## src/sfap_pkg.sv

```systemverilog
// Package for the serial flash array protection block: geometry, commands, timing
package sfap_pkg;
  localparam int ADDR_W     = 25;
  localparam int SECT_W     = 9;
  localparam int NUM_SECT   = 512;
  localparam int SECT_LSB   = 16;
  localparam int SUB_LSB    = 12;
  localparam int PAGE_LSB   = 8;
  localparam int OTP_BYTES  = 64;
  localparam int OTP_AW     = 6;
  localparam int BP_W       = 4;
  localparam logic [3:0] BP_ALL_MIN = 4'ha;
  localparam logic [3:0] BP_NONE    = 4'h0;
  localparam logic [2:0] BYTE_BITS  = 3'h0;
  // Supply settle hold-off after power-on reset
  localparam int POR_DELAY_NS  = 1000;
  localparam int CLK_PERIOD_NS = 10;
  localparam int POR_CYCLES    = (POR_DELAY_NS + CLK_PERIOD_NS - 1) / CLK_PERIOD_NS;
  localparam int POR_CNT_W     = 8;

  typedef enum logic [3:0] {
    SFAP_CMD_NONE,
    SFAP_CMD_WREN,
    SFAP_CMD_WRDI,
    SFAP_CMD_PAGE_PROG,
    SFAP_CMD_SUB_ERASE,
    SFAP_CMD_SECT_ERASE,
    SFAP_CMD_BULK_ERASE,
    SFAP_CMD_OTP_PROG,
    SFAP_CMD_WR_LOCK,
    SFAP_CMD_WR_STATUS
  } sfap_cmd_t;

  typedef enum logic [1:0] {
    SFAP_OP_NONE,
    SFAP_OP_PROGRAM,
    SFAP_OP_ERASE,
    SFAP_OP_OTP
  } sfap_op_t;

  // Command as handed over at deselect
  typedef struct packed {
    logic              valid;
    sfap_cmd_t         cmd;
    logic [ADDR_W-1:0] addr;
    logic [7:0]        wdata;
    logic [2:0]        bit_cnt;
    logic [1:0]        lock_val;
  } sfap_req_t;

  // Granted operation toward the array engine
  typedef struct packed {
    logic              go;
    sfap_op_t          op;
    logic [ADDR_W-1:0] base;
    logic [ADDR_W-1:0] last;
    logic [7:0]        and_mask;
  } sfap_grant_t;
endpackage

```

## src/sfap_guard.sv

```systemverilog
// Protection gate deciding which program and erase requests reach the flash array
`timescale 1ns/1ps

// Summary of operation
// - Programming only clears bits; data is ANDed with present, one page at most.
// - Erase accepted only for subsector, sector or whole array; never a page.
// - Erase sets every cell of the region to one.
// - Main array is 32 MB: 512 sectors of 64KB, 16 subsectors each.
// - Array has 131072 program pages of 256 bytes.
// - 64-byte one-time area lies outside main array addresses.
// - Sector n spans n*0x10000 to n*0x10000+0xFFFF.
// - Reset and internal timer hold off all modifying operations until supply valid.
// - Modifying commands run only if clock count is whole bytes.
// - Enable command sets modify latch; modifying commands refused while latch clear.
// - Sector with lock bit one rejects program and erase.
// - Lock-down bit one freezes that sector's lock until reset.
// - Lock update writes lock bits only where lock-down is clear.
// - After reset all sector lock bits are set before commands are accepted.
// - Top/bottom zero: value n 1..9 protects uppermost 2^(n-1) sectors.
// - Top/bottom one: value n 1..9 protects sectors 0 to 2^(n-1)-1.
// - Area decode uses four area-size bits and top/bottom bit from status.
// - Protect pin low locks the block-protect area and status against writes.
module sfap_guard
  import sfap_pkg::*;
(
  input  wire logic        core_clk,       // System clock, 100 MHz
  input  wire logic        sys_rst,        // Synchronous reset, active high
  input  wire sfap_req_t   req,            // Command captured at deselect
  input  wire logic        wp_pin_n,       // Write-protect pin, low protects
  output sfap_grant_t      grant,          // Granted array operation, one-cycle go
  output logic             discard,        // One-cycle pulse: modifying command refused
  output logic             modify_allowed, // Modify-allowed latch
  output logic             supply_ready,   // Power-on hold-off finished
  output logic [BP_W-1:0]  area_size,      // Block-protect bits
  output logic             area_from_low_end // Top/bottom bit
);

  typedef struct packed {
    logic [POR_CNT_W-1:0] por_cnt;
    logic                 ready;
    logic                 wel;
    logic [BP_W-1:0]      bp;
    logic                 tb;
    logic [NUM_SECT-1:0]  lock;
    logic [NUM_SECT-1:0]  lock_down;
    sfap_grant_t          grant;
    logic                 discard;
  } sfap_state_t;

  sfap_state_t st;
  sfap_state_t next_st;

  // Block-protect area test for one sector
  function automatic logic sfap_bp_hit(input logic [BP_W-1:0] bp, input logic tb,
                                       input logic [SECT_W-1:0] sect);
    logic [SECT_W:0] span;
    logic            hit;
    span = '0;
    hit  = 1'b0;
    if (bp == BP_NONE) begin
      hit = 1'b0;
    end else if (bp >= BP_ALL_MIN) begin
      hit = 1'b1;
    end else begin
      span = (SECT_W+1)'(1) << (bp - 4'h1);
      if (tb) begin
        hit = {1'b0, sect} < span;
      end else begin
        hit = {1'b0, sect} >= ((SECT_W+1)'(NUM_SECT) - span);
      end
    end
    return hit;
  endfunction

  // Sector index of a byte address
  function automatic logic [SECT_W-1:0] sfap_sect(input logic [ADDR_W-1:0] a);
    return a[ADDR_W-1:SECT_LSB];
  endfunction

  logic [SECT_W-1:0] tgt_sect;
  logic              tgt_locked;
  logic              tgt_bp;
  logic              any_prot;
  logic              is_modify;
  logic              whole_bytes;

  assign tgt_sect    = sfap_sect(req.addr);
  assign tgt_locked  = st.lock[tgt_sect];
  assign tgt_bp      = sfap_bp_hit(st.bp, st.tb, tgt_sect);
  assign whole_bytes = (req.bit_cnt == BYTE_BITS);
  assign is_modify   = req.cmd inside {SFAP_CMD_PAGE_PROG, SFAP_CMD_SUB_ERASE,
                                       SFAP_CMD_SECT_ERASE, SFAP_CMD_BULK_ERASE,
                                       SFAP_CMD_OTP_PROG, SFAP_CMD_WR_LOCK,
                                       SFAP_CMD_WR_STATUS};

  always_comb begin
    any_prot = (st.bp != BP_NONE);
    for (int i = 0; i < NUM_SECT; i++) begin
      any_prot = any_prot | st.lock[i];
    end
  end

  always_comb begin
    next_st             = st;
    next_st.grant.go    = 1'b0;
    next_st.discard     = 1'b0;
    if (!st.ready) begin
      if (st.por_cnt == POR_CNT_W'(POR_CYCLES - 1)) begin
        next_st.ready = 1'b1;
      end else begin
        next_st.por_cnt = st.por_cnt + POR_CNT_W'(1);
      end
    end
    if (req.valid && st.ready) begin
      if (req.cmd == SFAP_CMD_WREN && whole_bytes) begin
        next_st.wel = 1'b1;
      end else if (req.cmd == SFAP_CMD_WRDI && whole_bytes) begin
        next_st.wel = 1'b0;
      end else if (is_modify) begin
        // Latch is consumed by every attempt, granted or not
        next_st.wel = 1'b0;
        if (!whole_bytes || !st.wel) begin
          next_st.discard = 1'b1;
        end else begin
          unique case (req.cmd)
            SFAP_CMD_PAGE_PROG: begin
              if (tgt_locked || tgt_bp) begin
                next_st.discard = 1'b1;
              end else begin
                next_st.grant.go       = 1'b1;
                next_st.grant.op       = SFAP_OP_PROGRAM;
                next_st.grant.base     = req.addr;
                next_st.grant.last     = {req.addr[ADDR_W-1:PAGE_LSB], {PAGE_LSB{1'b1}}};
                next_st.grant.and_mask = req.wdata;
              end
            end
            SFAP_CMD_OTP_PROG: begin
              next_st.grant.go       = 1'b1;
              next_st.grant.op       = SFAP_OP_OTP;
              next_st.grant.base     = ADDR_W'(req.addr[OTP_AW-1:0]);
              next_st.grant.last     = ADDR_W'(OTP_BYTES - 1);
              next_st.grant.and_mask = req.wdata;
            end
            SFAP_CMD_SUB_ERASE, SFAP_CMD_SECT_ERASE: begin
              if (tgt_locked || tgt_bp) begin
                next_st.discard = 1'b1;
              end else begin
                next_st.grant.go       = 1'b1;
                next_st.grant.op       = SFAP_OP_ERASE;
                next_st.grant.and_mask = 8'hff;
                if (req.cmd == SFAP_CMD_SUB_ERASE) begin
                  next_st.grant.base = {req.addr[ADDR_W-1:SUB_LSB], {SUB_LSB{1'b0}}};
                  next_st.grant.last = {req.addr[ADDR_W-1:SUB_LSB], {SUB_LSB{1'b1}}};
                end else begin
                  next_st.grant.base = {req.addr[ADDR_W-1:SECT_LSB], {SECT_LSB{1'b0}}};
                  next_st.grant.last = {req.addr[ADDR_W-1:SECT_LSB], {SECT_LSB{1'b1}}};
                end
              end
            end
            SFAP_CMD_BULK_ERASE: begin
              if (any_prot) begin
                next_st.discard = 1'b1;
              end else begin
                next_st.grant.go       = 1'b1;
                next_st.grant.op       = SFAP_OP_ERASE;
                next_st.grant.base     = '0;
                next_st.grant.last     = '1;
                next_st.grant.and_mask = 8'hff;
              end
            end
            SFAP_CMD_WR_LOCK: begin
              if (st.lock_down[tgt_sect]) begin
                next_st.discard = 1'b1;
              end else begin
                next_st.lock[tgt_sect]      = req.lock_val[0];
                next_st.lock_down[tgt_sect] = req.lock_val[1];
              end
            end
            SFAP_CMD_WR_STATUS: begin
              if (!wp_pin_n) begin
                next_st.discard = 1'b1;
              end else begin
                // status bits feed decode
                // Top bit sits above the top/bottom bit, so all four size bits are reachable
                next_st.bp = {req.wdata[6], req.wdata[4:2]};
                next_st.tb = req.wdata[5];
              end
            end
            default: begin
              next_st.discard = 1'b1;
            end
          endcase
        end
      end
    end
  end

  always_ff @(posedge core_clk) begin
    if (sys_rst) begin
      st.por_cnt   <= '0;
      st.ready     <= 1'b0;
      st.wel       <= 1'b0;
      st.bp        <= '0;
      st.tb        <= 1'b0;
      st.lock      <= '1;
      st.lock_down <= '0;
      st.grant     <= '0;
      st.discard   <= 1'b0;
    end else begin
      st <= next_st;
    end
  end

  assign grant             = st.grant;
  assign discard           = st.discard;
  assign modify_allowed    = st.wel;
  assign supply_ready      = st.ready;
  assign area_size         = st.bp;
  assign area_from_low_end = st.tb;

  chk_upper_area_one: assert property (@(posedge core_clk) disable iff (sys_rst)
    (st.bp == 4'h1 && !st.tb) |-> sfap_bp_hit(st.bp, st.tb, 9'h01ff)
      && !sfap_bp_hit(st.bp, st.tb, 9'h01fe)) else $error("upper area of one wrong");
  chk_lower_area_nine: assert property (@(posedge core_clk) disable iff (sys_rst)
    (st.bp == 4'h9 && st.tb) |-> sfap_bp_hit(st.bp, st.tb, 9'h00ff)
      && !sfap_bp_hit(st.bp, st.tb, 9'h0100)) else $error("lower area of nine wrong");
  chk_por_holdoff: assert property (@(posedge core_clk) disable iff (sys_rst)
    !st.ready |=> !st.grant.go) else $error("grant during power-on hold-off");
  chk_latch_needed: assert property (@(posedge core_clk) disable iff (sys_rst)
    (req.valid && st.ready && is_modify && !st.wel) |=> !st.grant.go && st.discard)
    else $error("modify without latch not refused");
  chk_partial_byte: assert property (@(posedge core_clk) disable iff (sys_rst)
    (req.valid && st.ready && is_modify && !whole_bytes) |=> st.discard && !st.wel)
    else $error("partial byte command not discarded");
  chk_locked_reject: assert property (@(posedge core_clk) disable iff (sys_rst)
    (req.valid && st.ready && st.wel && tgt_locked
      && req.cmd inside {SFAP_CMD_PAGE_PROG, SFAP_CMD_SECT_ERASE})
    |=> !st.grant.go) else $error("locked sector granted");
  chk_lock_frozen: assert property (@(posedge core_clk) disable iff (sys_rst)
    st.lock_down[tgt_sect] |=> st.lock[$past(tgt_sect)] == $past(st.lock[tgt_sect]))
    else $error("frozen lock changed");
  chk_erase_ones: assert property (@(posedge core_clk) disable iff (sys_rst)
    (st.grant.go && st.grant.op == SFAP_OP_ERASE) |-> st.grant.and_mask == 8'hff
      && st.grant.base[SUB_LSB-1:0] == '0) else $error("erase not aligned to ones");
  chk_sect_span: assert property (@(posedge core_clk) disable iff (sys_rst)
    (req.valid && st.ready && st.wel && whole_bytes && req.cmd == SFAP_CMD_SECT_ERASE
      && !tgt_locked && !tgt_bp) |=> st.grant.go && st.grant.base[SECT_LSB-1:0] == '0
      && st.grant.last[SECT_LSB-1:0] == '1) else $error("sector erase span wrong");
  chk_prog_page: assert property (@(posedge core_clk) disable iff (sys_rst)
    (st.grant.go && st.grant.op == SFAP_OP_PROGRAM) |-> st.grant.last[PAGE_LSB-1:0] == '1
      && st.grant.last[ADDR_W-1:PAGE_LSB] == st.grant.base[ADDR_W-1:PAGE_LSB])
    else $error("program leaves its page");
  chk_otp_range: assert property (@(posedge core_clk) disable iff (sys_rst)
    (st.grant.go && st.grant.op == SFAP_OP_OTP) |-> st.grant.base < ADDR_W'(OTP_BYTES)
      && st.grant.last == ADDR_W'(OTP_BYTES - 1)) else $error("one-time range wrong");
  chk_bulk_clean: assert property (@(posedge core_clk) disable iff (sys_rst)
    (req.valid && st.ready && req.cmd == SFAP_CMD_BULK_ERASE && any_prot) |=> !st.grant.go)
    else $error("bulk erase granted over protection");
  chk_reset_locks: assert property (@(posedge core_clk)
    sys_rst |=> (&st.lock) && !st.ready && !st.wel) else $error("reset lock state wrong");
  chk_pin_status: assert property (@(posedge core_clk) disable iff (sys_rst)
    (req.valid && st.ready && req.cmd == SFAP_CMD_WR_STATUS && !wp_pin_n)
    |=> $stable(st.bp) && $stable(st.tb)) else $error("status changed with pin low");
  chk_lockdown_refuse: assert property (@(posedge core_clk) disable iff (sys_rst)
    (req.valid && st.ready && st.wel && whole_bytes && req.cmd == SFAP_CMD_WR_LOCK
      && st.lock_down[tgt_sect]) |=> st.discard) else $error("frozen lock write accepted");
  chk_ready_holds: assert property (@(posedge core_clk) disable iff (sys_rst)
    st.ready |=> st.ready) else $error("ready dropped without reset");
  chk_prog_mask: assert property (@(posedge core_clk) disable iff (sys_rst)
    (req.valid && st.ready && st.wel && whole_bytes && req.cmd == SFAP_CMD_PAGE_PROG
      && !tgt_locked && !tgt_bp) |=> st.grant.go && st.grant.and_mask == $past(req.wdata))
    else $error("program data not passed");
  chk_area_all: assert property (@(posedge core_clk) disable iff (sys_rst)
    (st.bp >= BP_ALL_MIN) |-> sfap_bp_hit(st.bp, st.tb, 9'h000)
      && sfap_bp_hit(st.bp, st.tb, 9'h1ff)) else $error("full area not covered");
  chk_lower_area_one: assert property (@(posedge core_clk) disable iff (sys_rst)
    (st.bp == 4'h1 && st.tb) |-> sfap_bp_hit(st.bp, st.tb, 9'h000)
      && !sfap_bp_hit(st.bp, st.tb, 9'h001)) else $error("lower area of one wrong");
  chk_latch_consumed: assert property (@(posedge core_clk) disable iff (sys_rst)
    (req.valid && st.ready && is_modify) |=> !st.wel && !(st.grant.go && st.discard))
    else $error("latch survived a modifying command");
endmodule

```

## config.mk

```make
export PLATFORM = sky130hd
export DESIGN_NAME = sfap_guard
export DESIGN_NICKNAME = d
export VERILOG_FILES = /design/src/sfap_pkg.sv /design/src/sfap_guard.sv
export SDC_FILE = /design/constraint.sdc
export NUM_CORES = 2
export LEC_CHECK = 0
export BUFFER_PORTS_ARGS = -buffer_cell sky130_fd_sc_hd__buf_2
export CORE_UTILIZATION = 50
export CTS_BUF_LIST = sky130_fd_sc_hd__clkbuf_2
export CTS_CLUSTER_DIAMETER = 60
export CTS_CLUSTER_SIZE = 10
export DETAILED_ROUTE_END_ITERATION = 7
export GPL_ROUTABILITY_DRIVEN = 0
export PLACE_DENSITY = 0.69
export SYNTH_ARGS = -nofsm -noshare
export SYNTH_HDL_FRONTEND = slang
export SYNTH_SLANG_ARGS = --single-unit
```

## constraint.sdc

```tcl
create_clock -name core_clk -period 3.77 [get_ports core_clk]
set_input_delay 0.1885 -clock core_clk [delete_from_list [all_inputs] [get_ports core_clk]]
set_output_delay 0.1885 -clock core_clk [all_outputs]
set_load 0.1 [all_outputs]
```

; ---- After elaboration in Yosys (flattened, before gate mapping)
; Index checks and enable logic that the tools add are counted.
; W data, S select, Z words.
[totals]
input_bits = 46
wordCells = 610
output_inout_bits = 69
reg_bits = 1101
[classes]
bitwise = 520
n_reduce_logical = 23
n_addsub = 3
n_shift = 1
muxes = 32
order_cmp = 5
eq_ne = 13
[op_table]
columns = operator, count
row1 = $mux W1024, 2
row2 = $mux W1092, 1
row3 = $mux W1090, 1
row4 = $bwmux W512, 2
row5 = $or A1 B1 Y1, 512
row6 = $pmux W61 S4, 1
row7 = $mux W61, 3
row8 = $mux W41, 1
row9 = $bmux W1 S9, 2
row10 = $eq A4 B3 Y1 const B, 4
row11 = $mux W1, 15
row12 = $reduce_and A7 Y1, 2
row13 = $ge A9 B10 Y1, 1
row14 = $lt A9 B10 Y1, 1
row15 = $lt A9 B10 Y1 const B, 1
row16 = $mux W5, 2
row17 = $shl A1 B4 Y10 const A, 1
row18 = $sub A10 B10 Y10 const A, 1
row19 = $demux W1 S9, 1
row20 = $ge A9 B1 Y1 const B, 1
row21 = $reduce_and A9 Y1, 1
row22 = $add A8 B1 Y8 const B, 1
row23 = $eq A4 B2 Y1 const B, 2
row24 = $eq A4 B4 Y1 const B, 2
row25 = other kinds (20), 36

; ---- Logic depth before layout (Yosys ltp)
[depth]
depth_word = 519
mapped_depth = 19
depth_no_buf = 15

; ---- Worst setup path before layout
; OpenSTA, ideal clock, no wires.
[synth_path]
path_kind = input-to-reg
start = input port req[29] in the netlist's numbering
end = register (tool-made name)
n_path_buf = 7
stages = 15
path_slack_ns = -0.161
setup_time_ns = 0.122
arrival_ns = 3.809
required_ns = 3.648
path_cell_list = buf_4 > buf_2 > buf_2 > buf_2 > buf_2 > mux4_2 > a22oi_1 > a21oi_1 > nor4_1 > o21ai_2 > nor4_4 > buf_2 > buf_4 > nand2_1 > a221o_1
[synth_rtl]
columns = item, line
row1 = start: declaration, sfap_guard.sv:28  ; input wire sfap_req_t req,

==> summary by stage <==
Setup path
Of all nets on the critical path, the largest fanout is 23. The number of cells on the worst reg-to-reg path is 13. The type of the setup path with the least slack is input pin to flop. The critical path goes through dlygate4sd3_1, buf_2, dlygate4sd3_1, buf_12, and2_1, a2111oi_0, o21a_1, a211oi_2, o211ai_4, buf_12, nor4_4, buf_4, buf_4, buf_12, buf_16, nand2_1, a221o_1. The critical path starts at req[33]. In this design, the stage delay of the slowest critical-path cell is 760 ps. The number of buffers and inverters on the critical path is 9. The number of logic stages on the critical path including buffering is 17.

The data required time at the worst endpoint is 4960 ps. The kind of end point of the critical path is a flop. By instance count, the cell type seen most on the critical path is buf_12.

Data arrives at the worst endpoint at 5130 ps. The highest-delay cell along the critical path is dlygate4sd3_1. The nature of the critical path startpoint is an input pin.

The worst register-to-register path has a setup slack of -110 ps. The cell family with the largest share of critical-path delay is buffers and inverters.

Routing
For this run, the detailed router's first-pass iteration total came to 8. The number of nets with antenna violations after detailed routing is 0. The routed wire length is 185.5 mm.

In this run, the number of DRC markers left after iteration 0 of detailed routing was 7559. Dividing the detail-routed wire length by the instance count gives 27.12 um. In the routed layout, each cell is associated on average with a via count of 6.891. The DRC violation count after routing is 2.

The overall via count from detail_route is 47120.

Logic synthesis
The share of the synthesized area in the top cell type is 44.17%. Counting flops with an async set or reset pin after synthesis yields a share of 0%. Synthesis produced a netlist with a net count of 5238. The mux cell area share after synthesis is 12.72%.

Summing the areas of all compound-gate instances in the mapped netlist gives 20.03% of the synthesized area. By area the synthesized netlist is led by dfxtp_1 (44%), mux4_2 (11%), a221o_1 (10%). The post-synthesis instance total is 5173. The adder-cell share of the synthesized area is 0.4790%.

The synthesized netlist contains 72 unique library cells. The biggest area consumer among synthesized cells is dfxtp_1. During synthesis, Yosys emitted a total of 0 warnings. In this run, synthesis produced a sequential element count of 1095. The combinational family with the most area after synthesis is compound AO/OA/AOI/OAI gates.

The number of enable-type register cells in the synthesized netlist is 0. The post-synthesis instance area is 49630 um^2. Summing the sequential cell areas from Yosys gives 44.17% of the chip area. The mean area per synthesized cell is 9.595 um^2. For this run, the leading register cell type out of synthesis is dfxtp_1.

The parity-gate share of the synthesized area counting xor and xnor cells is 0.1765%. Of the total synthesized cell area, the portion taken by AND, OR, NAND and NOR gates is 15.95%.

Die
The die is 317.1 um wide. The starting density of the core is 50.43%. The area of the core region is 98420 um^2. From bottom edge to top edge, the die measures 317.1 um. The floorplan has 115 rows.

The I/O pin count is 115. The floorplan die area is 100500 um^2.

STA
The number of max-slew violations in the final report is 0. The final critical-path required period is 3933 ps. The timing-limited maximum frequency is 0.2543 GHz. The final worst slack is -162.8 ps. Final hold analysis gives a worst-case slack of 146.8 ps. The clock arrives with 204.1 ps of skew. The number of hold violations in the final report is 0.

Setup violations remaining at the end of the flow were counted as 331. The relative max-transition margin is 26.57%. The final critical path takes up 104.3% of the cycle. Setup repair after global routing could not meet its margin everywhere. For the pin with the worst max-slew slack, the measured transition is 1101 ps.

Layout
Cells with a size suffix above 1 make up 20.66% of the layout. Compared with the post-synthesis result, the final layout area differs by 15.71%. The number of nets in the final layout is 5595.

Clocking
The clock tree buffer depth is 3. The clock net in this run drives a total of 1095 sinks. The CTS clock-pin slew for the worst setup and hold paths is 180 ps. Clock tree synthesis selected as its root buffer the cell clkbuf_2. The clock tree synthesis step divided the H-tree into 3 levels.

The TritonCTS clock tree is yes. The CTS buffer count is 121. The clock reaches the later pin of the worst-skew pair after 1470 ps.

Run status
The flow ran to the end, but the final reports show violations. The checks that failed: design-rule violations, negative setup slack.

Pwr
Power spread over the standard cell area amounts to 316.7 nW/um^2. The peak supply drop is 0.2544 mV. The analysis attributes to cell leakage a power of 19.60 nW.

Global routing
For this run, global-route usage on met3 was measured as 9.202%. The first global-routing pass estimated 270.2 mm of wire. The total overflow left after global routing is 0. The number of global-route vias before repair is 43080. The global routing usage on met1 is 46.75%. The overall track demand over capacity in global routing is 34.82%.

The layer with the highest usage is met2. The number of antenna violations at the first check in global routing is 6. The met2 usage is 51.42%. The pin count of the biggest net entering global routing is 137.

Job
The reported max-cap violation count is 0.

Placement
The number of buffer cells added on primary ports is 114. Before CTS, the worst setup slack after placement is -534.7 ps. Summed over all nets, the half-perimeter wirelength after detailed placement is 120.3 mm.

Worst hold path
The worst hold-check path type is input pin to flop. The worst hold path passes through 4 cells.
[stage by stage]
step	setup TNS [ps]	util (%)	cells	area, um^2	total power (W)
6_report	-13520	58.35	6838	57430	0.01819
3_5_place_dp	-353890	54.83	6508	53960	0.01315
3_3_place_gp	-310450	54.83	6508	53960	0.01314
4_1_cts	-1.688	56.91	6765	56010	0.01812
5_1_grt	-3962	58.35	6836	57430	0.01867
2_1_floorplan	0	-	5173	49670	0.01255
[tightest hold or removal path: stages]
cell and delay [ps]:
dlygate4sd3_1 530, buf_2 110, dlygate4sd3_1 570, a22o_1 130
[power by group]
group | internal, W | leakage (nW) | switching [W] | total (W)
Clock | 0.00112 | 0.599 | 0.00397 | 0.00509
Sequential | 0.0116 | 8.84 | 0.00000315 | 0.0116
Combinational | 0.000522 | 10.2 | 0.000976 | 0.00150
Total | 0.0132 | 19.6 | 0.00495 | 0.0182
[placed cells by master, fill, tap and decap left out, types with 19 or more instances in the layout]
| cell type | Yosys | final |
|---|---|---|
| a21oi_1 | 167 | 157 |
| a221o_1 | 511 | 511 |
| a22oi_1 | 52 | 52 |
| a31oi_1 | 393 | 393 |
| and2_1 | 132 | 132 |
| buf_12 | 0 | 88 |
| buf_2 | 192 | 108 |
| buf_4 | 83 | 420 |
| buf_6 | 3 | 19 |
| clkbuf_16 | 0 | 21 |
| clkbuf_2 | 0 | 127 |
| dfxtp_1 | 1095 | 1091 |
| dlygate4sd3_1 | 0 | 114 |
| inv_1 | 148 | 147 |
| mux2i_1 | 83 | 83 |
| mux4_2 | 242 | 242 |
| nand2_1 | 612 | 600 |
| nand3_1 | 156 | 151 |
| nand4_1 | 47 | 47 |
| nor2_1 | 555 | 552 |
| nor4_1 | 152 | 135 |
| o21ai_0 | 21 | 21 |
[cells by family after synthesis]
| kind of cell | Yosys count |
|---|---|
| mux | 328 |
| simple gates | 1749 |
| xor+xnor | 10 |
| fa+ha+maj | 19 |
| buf+inv | 704 |
| compound gates | 1268 |
| flops | 1095 |
[Yosys cell counts, types with 7 or more instances]
cell type  instances
a22o_1            18
a31o_2             8
nor2_1           555
mux2i_1           83
clkbuf_1         262
a2bb2oi_1         10
mux4_2           242
a211o_1            7
or2_2              9
nand3_1          156
o22ai_1            8
a221oi_1          12
a31oi_1          393
inv_1            148
a221o_1          511
a22oi_1           52
nor4b_1            9
and2_1           132
nand4_1           47
dfxtp_1         1095
buf_2            192
ha_1              19
o21ai_0           21
nor2b_1           15
a21oi_1          167
buf_4             83
a211oi_1          17
xor2_1             7
buf_1             11
nor4_1           152
nand2_1          612
nor3_1            21
[per-layer routing]
metal | up-vias | wire (um)
met3 | 763 | 23010
met1 | 22760 | 71060
met4 | 6 | 11890
met5 | - | 41
met2 | 3448 | 79480
li1 | 20150 | -
[final cells by class]
type,count,area [um^2]
fillers,8343,40990
flip-flops and latches,1095,21930
repair buffers,785,7661
multi-input cells,3374,24870
well taps,1287,1610
clock buffers,127,635.6
inverters,153,574.3
clock inverters,13,145.1
diodes,4,10.01
[worst min path at each step]
stage,endpoint,slack (ps),start
global placement,grant[38],410,req[18]
global route,grant[48],90,req[28]
floorplan,grant[45],310,req[25]
finish,grant[48],150,req[28]
detailed placement,grant[47],410,req[27]
CTS,grant[48],5,req[28]
[repair_timing]
item,in CTS,in global routing
cloned,1,25
pin swaps,2,63
resized for setup,10,103
setup endpoints to repair,119,750
setup buffers,1,46
hold endpoints to repair,1095,0
hold buffers,115,0
(Power assumes the default switching activity.)
